$ cat src/pkg/owct_cfg.svh
`ifndef OWCT_CFG_SVH
`define OWCT_CFG_SVH

// Option word 0 field positions
`define OWCT_WORD_W 13
`define OWCT_RSV_MSB 12
`define OWCT_RSV_LSB 9
`define OWCT_RSV_ONES 4'hF
`define OWCT_BIT_PERIOD 8
`define OWCT_BIT_WDT_N 7
`define OWCT_BIT_VARIANT 6
`define OWCT_BIT_XFREQ 5
`define OWCT_BIT_OSCTYPE 4
`define OWCT_BIT_POWER 3
`define OWCT_PROT_MSB 2
`define OWCT_PROT_LSB 0
`define OWCT_PROT_OFF 3'h7

// Oscillator periods per instruction cycle, as last phase index
`define OWCT_LAST_SHORT 2'h1
`define OWCT_LAST_LONG 2'h3
// Cycles the fuse synchroniser needs before capture
`define OWCT_LOAD_WAIT 2'h2

// Instruction encodings
`define OWCT_OP_RET 13'h0012
`define OWCT_OP_RETURN_INTERRUPT_OP 13'h0013
`define OWCT_OP_TBL 13'h0020
`define OWCT_PC_REG 6'h02
`define OWCT_CALL_PFX 3'h4
`define OWCT_JMP_PFX 3'h5
`define OWCT_RETURN_LITERAL_OP_PFX 5'h18
`define OWCT_BITOP_PFX 2'h1
`define OWCT_DJZ_PFX 6'h0B
`define OWCT_JZ_PFX 6'h0F

// Register port map
`define OWCT_REG_CTRL 4'h0
`define OWCT_REG_STATUS 4'h4
`define OWCT_REG_CYCCNT 4'h8
`define OWCT_CTRL_RUN 0
`define OWCT_CTRL_RST 1'h1

`endif

$ cat src/pkg/owct_pkg.sv
package owct_pkg;

    // Oscillator mode decoded from option word 0
    typedef enum logic [1:0] {
        OWCT_OSC_RC,
        OWCT_OSC_HXT,
        OWCT_OSC_LXT,
        OWCT_OSC_UNDEF
    } owct_osc_mode_t;

    // Instruction cycle sequencer
    typedef enum logic [1:0] {
        OWCT_ST_LOAD,
        OWCT_ST_CYC1,
        OWCT_ST_CYC2
    } owct_state_t;

endpackage

$ cat src/logic/owct_top.sv
// The implementer's own choices: the register offsets and the plain strobed port.
`timescale 1ns/1ps
`include "owct_cfg.svh"

module owct_top (
    input wire logic clk_sys,
    input wire logic srst,
    input wire logic [12:0] otp_word0,
    input wire logic [12:0] otp_word1,
    input wire logic instr_valid,
    input wire logic [12:0] instr_word,
    input wire logic skip_true,
    input wire logic [3:0] reg_addr,
    input wire logic [15:0] reg_wdata,
    input wire logic reg_wr,
    input wire logic reg_rd,
    output logic [15:0] reg_rdata,
    output logic wdt_en,
    output logic variant_a,
    output logic xtal_high_range,
    output owct_pkg::owct_osc_mode_t osc_mode_select,
    output logic osc_high_power,
    output logic code_protect_en,
    output logic cfg_loaded,
    output logic cyc_start,
    output logic instr_done,
    output logic second_cycle,
    output logic tmr_tick,
    output logic [12:0] prog_word0,
    output logic [12:0] prog_word1
);

    // Fuse synchroniser and captured words
    logic [12:0] w0_s1_ff;
    logic [12:0] w0_s2_ff;
    logic [12:0] w1_s1_ff;
    logic [12:0] w1_s2_ff;
    logic [12:0] opt0_ff;
    logic [12:0] opt1_ff;
    logic [1:0] ld_cnt_ff;
    logic loaded_ff;
    logic load_now;

    // Decoded option outputs
    logic long_ff;
    logic wdt_en_ff;
    logic variant_a_ff;
    logic xtal_hi_ff;
    owct_pkg::owct_osc_mode_t osc_mode_ff;
    logic power_ff;
    logic protect_ff;

    // Sequencer
    owct_pkg::owct_state_t state_ff;
    owct_pkg::owct_state_t nxt_state;
    logic [1:0] phase_ff;
    logic [1:0] nxt_phase;
    logic two_ff;
    logic nxt_two;
    logic [1:0] last_ph;
    logic cyc_start_ff;
    logic done_ff;
    logic second_ff;
    logic tick_ff;

    // Register port
    logic run_ff;
    logic nxt_run;
    logic [15:0] cyc_cnt_ff;
    logic [15:0] rdata_ff;
    logic [15:0] nxt_rdata;
    logic cyc_end;

    // Flags instructions that occupy two instruction cycles
    function automatic logic owct_needs_two(input logic [12:0] iw, input logic sk);
        logic is_branch;
        logic is_skip;
        logic pc_wr;
        begin
            is_branch = (iw[12:10] == `OWCT_CALL_PFX) || (iw[12:10] == `OWCT_JMP_PFX)
                || (iw[12:8] == `OWCT_RETURN_LITERAL_OP_PFX) || (iw == `OWCT_OP_RET)
                || (iw == `OWCT_OP_RETURN_INTERRUPT_OP);
            // Bit tests and inc/dec-then-test forms only cost extra when taken
            is_skip = ((iw[12:11] == `OWCT_BITOP_PFX) && iw[10])
                || (iw[12:7] == `OWCT_DJZ_PFX) || (iw[12:7] == `OWCT_JZ_PFX);
            // Any register-destination op aimed at the PC; register class
            // does not matter, I/O and general alike
            pc_wr = ((iw[12:11] == 2'h0) && (iw[10:6] != 5'h00) && iw[6]
                && (iw[5:0] == `OWCT_PC_REG)) || (iw == `OWCT_OP_TBL);
            // Bit set/clear on the PC register also redirects flow
            pc_wr = pc_wr || ((iw[12:11] == `OWCT_BITOP_PFX) && !iw[10]
                && (iw[5:0] == `OWCT_PC_REG));
            owct_needs_two = is_branch || (is_skip && sk) || pc_wr;
        end
    endfunction

    // Two flops on fuse levels; they come from outside the clock
    always_ff @(posedge clk_sys) begin
        w0_s1_ff <= otp_word0;
        w0_s2_ff <= w0_s1_ff;
        w1_s1_ff <= otp_word1;
        w1_s2_ff <= w1_s1_ff;
    end

    // Wait for the synchroniser to fill before capture
    always_ff @(posedge clk_sys) begin
        if (srst) begin
            ld_cnt_ff <= 2'h0;
        end else if (ld_cnt_ff != `OWCT_LOAD_WAIT) begin
            ld_cnt_ff <= ld_cnt_ff + 2'h1;
        end
    end

    assign load_now = !loaded_ff && (ld_cnt_ff == `OWCT_LOAD_WAIT);

    // One capture per reset; fuse changes later are ignored
    always_ff @(posedge clk_sys) begin
        if (srst) begin
            loaded_ff <= 1'b0;
            opt0_ff <= 13'h1FFF;
            opt1_ff <= 13'h0000;
        end else if (load_now) begin
            loaded_ff <= 1'b1;
            opt0_ff <= {`OWCT_RSV_ONES, w0_s2_ff[`OWCT_BIT_PERIOD:0]};
            opt1_ff <= w1_s2_ff;
        end
    end

    // Decode fields from the captured word; safe values until loaded
    always_ff @(posedge clk_sys) begin
        if (srst) begin
            long_ff <= 1'b0;
            wdt_en_ff <= 1'b0;
            variant_a_ff <= 1'b0;
            xtal_hi_ff <= 1'b0;
            osc_mode_ff <= owct_pkg::OWCT_OSC_RC;
            power_ff <= 1'b0;
            protect_ff <= 1'b1;
        end else if (load_now) begin
            long_ff <= w0_s2_ff[`OWCT_BIT_PERIOD];
            wdt_en_ff <= !w0_s2_ff[`OWCT_BIT_WDT_N];
            variant_a_ff <= w0_s2_ff[`OWCT_BIT_VARIANT];
            // Range bit is masked when the RC source is chosen
            xtal_hi_ff <= w0_s2_ff[`OWCT_BIT_OSCTYPE]
                && w0_s2_ff[`OWCT_BIT_XFREQ];
            power_ff <= w0_s2_ff[`OWCT_BIT_POWER];
            protect_ff <= w0_s2_ff[`OWCT_PROT_MSB:`OWCT_PROT_LSB]
                != `OWCT_PROT_OFF;
            if (!w0_s2_ff[`OWCT_BIT_OSCTYPE]) begin
                osc_mode_ff <= owct_pkg::OWCT_OSC_RC;
            end else if (w0_s2_ff[`OWCT_BIT_XFREQ]) begin
                osc_mode_ff <= owct_pkg::OWCT_OSC_HXT;
            end else if (!w0_s2_ff[`OWCT_BIT_POWER]) begin
                osc_mode_ff <= owct_pkg::OWCT_OSC_LXT;
            end else begin
                osc_mode_ff <= owct_pkg::OWCT_OSC_UNDEF;
            end
        end
    end

    assign last_ph = long_ff ? `OWCT_LAST_LONG : `OWCT_LAST_SHORT;
    assign cyc_end = run_ff && (state_ff != owct_pkg::OWCT_ST_LOAD)
        && (phase_ff == last_ph);

    // Sequencer next state; phase freezes while stopped
    always_comb begin
        nxt_state = state_ff;
        nxt_phase = phase_ff;
        nxt_two = two_ff;
        case (state_ff)
            owct_pkg::OWCT_ST_LOAD: begin
                nxt_phase = 2'h0;
                if (load_now) begin
                    nxt_state = owct_pkg::OWCT_ST_CYC1;
                end
            end
            owct_pkg::OWCT_ST_CYC1: begin
                if (run_ff) begin
                    if (phase_ff == 2'h0) begin
                        nxt_two = instr_valid && owct_needs_two(instr_word, skip_true);
                    end
                    if (phase_ff == last_ph) begin
                        nxt_phase = 2'h0;
                        // An idle slot without an instruction counts as one cycle
                        if (nxt_two) begin
                            nxt_state = owct_pkg::OWCT_ST_CYC2;
                        end
                    end else begin
                        nxt_phase = phase_ff + 2'h1;
                    end
                end
            end
            owct_pkg::OWCT_ST_CYC2: begin
                if (run_ff) begin
                    if (phase_ff == last_ph) begin
                        nxt_phase = 2'h0;
                        nxt_two = 1'b0;
                        nxt_state = owct_pkg::OWCT_ST_CYC1;
                    end else begin
                        nxt_phase = phase_ff + 2'h1;
                    end
                end
            end
            default: begin
                nxt_state = owct_pkg::OWCT_ST_LOAD;
                nxt_phase = 2'h0;
                nxt_two = 1'b0;
            end
        endcase
    end

    // Sequencer state
    always_ff @(posedge clk_sys) begin
        if (srst) begin
            state_ff <= owct_pkg::OWCT_ST_LOAD;
            phase_ff <= 2'h0;
            two_ff <= 1'b0;
        end else begin
            state_ff <= nxt_state;
            phase_ff <= nxt_phase;
            two_ff <= nxt_two;
        end
    end

    // Run bit after this edge; strobes then also mark a phase resumed after a stop
    assign nxt_run = (reg_wr && (reg_addr == `OWCT_REG_CTRL))
        ? reg_wdata[`OWCT_CTRL_RUN] : run_ff;

    // Registered strobes line up with the phase they describe
    always_ff @(posedge clk_sys) begin
        if (srst) begin
            cyc_start_ff <= 1'b0;
            done_ff <= 1'b0;
            second_ff <= 1'b0;
            tick_ff <= 1'b0;
        end else begin
            cyc_start_ff <= nxt_run && (nxt_state != owct_pkg::OWCT_ST_LOAD)
                && (nxt_phase == 2'h0);
            // One cycle unless flagged; default path
            done_ff <= nxt_run && (nxt_phase == last_ph)
                && (((nxt_state == owct_pkg::OWCT_ST_CYC1) && !nxt_two)
                || (nxt_state == owct_pkg::OWCT_ST_CYC2));
            second_ff <= nxt_state == owct_pkg::OWCT_ST_CYC2;
            // Timer tick once per instruction cycle: Fosc/2 or Fosc/4
            tick_ff <= nxt_run && (nxt_state != owct_pkg::OWCT_ST_LOAD)
                && (nxt_phase == last_ph);
        end
    end

    // Control bit and cycle counter; a clear on the edge that ends a cycle leaves a count of one
    always_ff @(posedge clk_sys) begin
        if (srst) begin
            run_ff <= `OWCT_CTRL_RST;
            cyc_cnt_ff <= 16'h0000;
        end else begin
            run_ff <= nxt_run;
            if (cyc_end) begin
                cyc_cnt_ff <= (reg_wr && (reg_addr == `OWCT_REG_CYCCNT))
                    ? 16'h0001 : cyc_cnt_ff + 16'h0001;
            end else if (reg_wr && (reg_addr == `OWCT_REG_CYCCNT)) begin
                cyc_cnt_ff <= 16'h0000;
            end
        end
    end

    // Read mux; no option bit is on it, so code cannot see them
    always_comb begin
        nxt_rdata = 16'h0000;
        if (reg_rd) begin
            case (reg_addr)
                `OWCT_REG_CTRL: nxt_rdata = {15'h0000, run_ff};
                `OWCT_REG_STATUS: nxt_rdata = {12'h000, phase_ff, second_ff, loaded_ff};
                `OWCT_REG_CYCCNT: nxt_rdata = cyc_cnt_ff;
                default: nxt_rdata = 16'h0000;
            endcase
        end
    end

    // Read data stands for one cycle only
    always_ff @(posedge clk_sys) begin
        if (srst) begin
            rdata_ff <= 16'h0000;
        end else begin
            rdata_ff <= nxt_rdata;
        end
    end

    assign reg_rdata = rdata_ff;
    assign wdt_en = wdt_en_ff;
    assign variant_a = variant_a_ff;
    assign xtal_high_range = xtal_hi_ff;
    assign osc_mode_select = osc_mode_ff;
    assign osc_high_power = power_ff;
    assign code_protect_en = protect_ff;
    assign cfg_loaded = loaded_ff;
    assign cyc_start = cyc_start_ff;
    assign instr_done = done_ff;
    assign second_cycle = second_ff;
    assign tmr_tick = tick_ff;
    // Readback for the programmer pins only
    assign prog_word0 = opt0_ff;
    assign prog_word1 = opt1_ff;
endmodule

$ cat config.mk
export PLATFORM = sky130hd
export DESIGN_NAME = owct_top
export DESIGN_NICKNAME = d
export VERILOG_FILES = /design/src/pkg/owct_pkg.sv /design/src/logic/owct_top.sv
export VERILOG_INCLUDE_DIRS = /design/src /design/src/pkg
export SDC_FILE = /design/constraint.sdc
export NUM_CORES = 1
export LEC_CHECK = 0
export ABC_AREA = 1
export BUFFER_PORTS_ARGS = -buffer_cell sky130_fd_sc_hd__clkbuf_2
export CAP_MARGIN = 25
export CORE_AREA = 2 2 93 95
export CTS_CLUSTER_SIZE = 14
export DETAILED_ROUTE_END_ITERATION = 8
export DIE_AREA = 0 0 95 97
export MAX_ROUTING_LAYER = met4
export PLACE_DENSITY = 0.77
export SYNTH_ARGS = -nofsm -noshare
export SYNTH_HDL_FRONTEND = slang
export SYNTH_SLANG_ARGS = --single-unit
$ cat constraint.sdc
create_clock -name clk_sys -period 2.2 [get_ports clk_sys]
set_input_delay 0.33 -clock clk_sys [delete_from_list [all_inputs] [get_ports clk_sys]]
set_output_delay 0.33 -clock clk_sys [all_outputs]
set_load 0.05 [all_outputs]
==> flow_summary.json <==
{
  "run_status": "finished, final reports clean",
  "leakage_nw": 2.59,
  "grt_first_pass_wirelength_um": 14400,
  "clkPwrFrac": 0.379,
  "port_buffers": 95,
  "p_int_mw": 4.17,
  "netlist_area_mm2": 0.00410,
  "path_depth": 9,
  "worstPathRequired_ps": 2640,
  "vdd_drop_max_uv": 803,
  "worstHoldPathType": "in2reg",
  "crit_chain": "inv_1 > ha_1 > nor2_4 > nand3_2 > nor2_4 > nand4_2 > nor2_1 > nand2_1 > a21oi_1",
  "pwr_density_cell_mw_per_mm2": 1190,
  "critPathSlowestCell": "dfxtp_1",
  "synth_area_leaders": "dfxtp_1 (58%), nand2_1 (10%), nor2_1 (6.0%)",
  "fill_cells": 643,
  "vias": 3527,
  "seqPwrFrac": 0.395,
  "synth_cells": 495,
  "crit_family": "simple AND/OR/NAND/NOR gates",
  "drt-total-wl_um": 8770,
  "rows": 33,
  "wl_per_cell_um": 11.8,
  "switching_share": 0.352,
  "antenna_found_initial": 0,
  "grt_usage": 0.207,
  "ys_ff_latch": 119,
  "grt_pass1_vias": 3334,
  "cts-root-buf": "clkbuf_8",
  "hold_viol_final": 0,
  "die_h_um": 97,
  "final_area_mm2": 0.00543,
  "min_period_over_period": 0.817,
  "initial_utilization": 0.504,
  "multi_input_area_mm2": 0.00143,
  "total_power_mw": 6.44,
  "dpl-instance-area_mm2": 0.00468,
  "finalCriticalPeriod_ps": 1800,
  "syn_to_final_growth_pct": 32.6,
  "critPathKind": "reg2reg",
  "min_path_cells": 3,
  "ios": 119,
  "clkLatencyLatePin_ps": 510,
  "dpl.hpwl_um": 5840,
  "nNetsFinal": 695,
  "tns_ps": 0,
  "grt_start_max_net_pins": 29,
  "netlist-cell-type-count": 30,
  "fmax_mhz": 556,
  "drt_iter0_drc": 127,
  "clk_pin_slew_ps": 60,
  "cts_tree": "yes",
  "core_mm2": 0.00813,
  "die_area_mm2": 0.00922,
  "clock_skew_ps": 5.44,
  "setup_viol": 0,
  "max-cap-violations": 0,
  "cts_buffer_depth": 2,
  "yosysTopAreaCell": "dfxtp_1",
  "fp.dieW_um": 95,
  "drt_first_pass_iters": 5,
  "htreeDepth": 4,
  "p_comb_frac": 0.226,
  "synth_top_cell_area_share": 0.582,
  "synth_seq_area_share": 0.582,
  "cts_buffers": 17,
  "drcViolationCount": 0,
  "via_per_inst": 4.76,
  "cpMostUsedCell": "nor2_4",
  "num_antenna_cells": 0,
  "critPathMaxStageDelay_ps": 370,
  "p_switching_mw": 2.27,
  "final_cells": 741,
  "cp_num_buf_inv": 1,
  "avgSynthCellArea_um2": 8.28,
  "drive_gt1_frac": 0.230,
  "regArea_mm2": 0.00238,
  "gp_congestion": 0.893,
  "rsz0062_at_grt": "no",
  "placed_cells": 687,
  "cts_resized": 0,
  "cp.arrival_ps": 2240,
  "worst_setup_path_start_kind": "flop",
  "cts_sinks": 119,
  "reg2reg_depth": 9,
  "cp-end-kind": "flop",
  "ant_nets": 0,
  "cp_max_fo": 8,
  "synth_warnings": 0,
  "timing.final.max_slew_violations": 0,
  "overflow": 0
}
==> power by group through the flow <==
| stage | Clock (mW) | Sequential, mW | Combinational (mW) |
|---|---|---|---|
| 2_1_floorplan | 0 | 3.16 | 0.485 |
| 3_3_place_gp | 0 | 2.58 | 1.40 |
| 3_5_place_dp | 0 | 2.59 | 1.43 |
| 4_1_cts | 2.48 | 2.55 | 1.46 |
| 5_1_grt | 2.59 | 2.57 | 1.58 |
| 6_report | 2.44 | 2.54 | 1.46 |
==> per-layer routing <==
metal | wire length (um) | GRT usage | up-vias
met2 | 4520 | 0.357 | 105
met1 | 3690 | 0.220 | 1600
met3 | 482 | 0.0717 | 7
met5 | 0 | - | -
met4 | 71 | 0.0669 | 0
li1 | - | - | 1815
==> stage by stage <==
step	setup WS, ps	util	hold WS, ps
after floorplan	469	-	310
after global placement	523	0.575	311
after detailed placement	457	0.575	312
after CTS	413	0.668	117
after global routing	299	0.668	153
final	402	0.668	143
==> state kept, by name, indices dropped and copies added, names as in the netlist, 9 cells and up <==
| register | count |
|---|---|
| w1_s2_ff | 13 |
| cyc_cnt_ff | 16 |
| prog_word1 | 13 |
| reg_rdata | 16 |
| w1_s1_ff | 13 |
| prog_word0 | 9 |
| w0_s1_ff | 9 |
| w0_s2_ff | 9 |
==> worst paths after layout <==
kind	slack, ps	start	endpoint
setup / recovery	400	state_ff[0]	cyc_cnt_ff[11]
hold / removal	140	srst	run_ff
setup reg to reg	400	state_ff[0]	cyc_cnt_ff[11]
hold reg to reg	330	w0_s1_ff[4]	w0_s2_ff[4]
==> layout by cell type, fill, tap and decap left out, types with 2 or more instances in the layout <==
master / Yosys / layout
dfxtp_1: 119 / 119
nand2_1: 110 / 110
clkbuf_2: 0 / 95
nor2_1: 65 / 64
inv_1: 59 / 59
o21ai_0: 29 / 29
a21oi_1: 26 / 26
dlygate4sd3_1: 0 / 22
nand3_1: 18 / 18
clkbuf_16: 0 / 16
nor3_1: 15 / 15
ha_1: 7 / 7
inv_6: 0 / 6
nor2_2: 4 / 5
nand4_1: 5 / 5
clkinvlp_4: 0 / 5
buf_4: 4 / 5
conb_1: 1 / 4
nor4_1: 3 / 3
nand2_2: 2 / 2
nor2_4: 2 / 2
nand4_2: 2 / 2
xor2_1: 2 / 2
==> worst reg2reg max path, cell delays in order (launching register included) <==
cell     delay, ps
dfxtp_1        370
inv_1          110
ha_1           250
nor2_4         240
nand3_2        150
nor2_4         140
nand4_2        120
nor2_1         140
nand2_1         80
a21oi_1        130
==> cell usage after synthesis (all sizes together) <==
master	n
conb	1
a211oi	1
nand4	7
inv	59
and3	1
o21ai	31
nor4	3
dfxtp	119
ha	7
nor2	71
nand2	112
xor2	2
a31oi	1
a21oi	26
or2	1
nand3	19
clkbuf	11
a2bb2oi	1
nor3	16
nor3b	1
buf	5
==> kinds of logic after synthesis <==
kind of cell | after synthesis | synth area share
AOI/OAI and AO/OA | 60 | 0.0761
xor gates and xnor gates | 2 | 0.00428
adders and majority gates | 7 | 0.0214
buffers and inverters | 75 | 0.0724
DFF | 119 | 0.582
other | 1 | 0.000915
and+or+nand+nor | 231 | 0.243
==> final cells by class <==
| cell class | instances | area share |
|---|---|---|
| clock inverters | 14 | 0.0212 |
| repair buffers | 122 | 0.135 |
| flip-flops and latches | 119 | 0.439 |
| clock buffers | 18 | 0.0769 |
| well taps | 105 | 0.0242 |
| inverters | 59 | 0.0408 |
| multi-input cells | 304 | 0.263 |
==> repair_timing <==
| item | CTS | global route |
|---|---|---|
| buffers inserted | 0 | 0 |
| setup endpoints to repair | 0 | 0 |
| hold buffers | 22 | 0 |
| endpoints found under the hold margin | 22 | 0 |
Power figures use the tool's default switching activity.
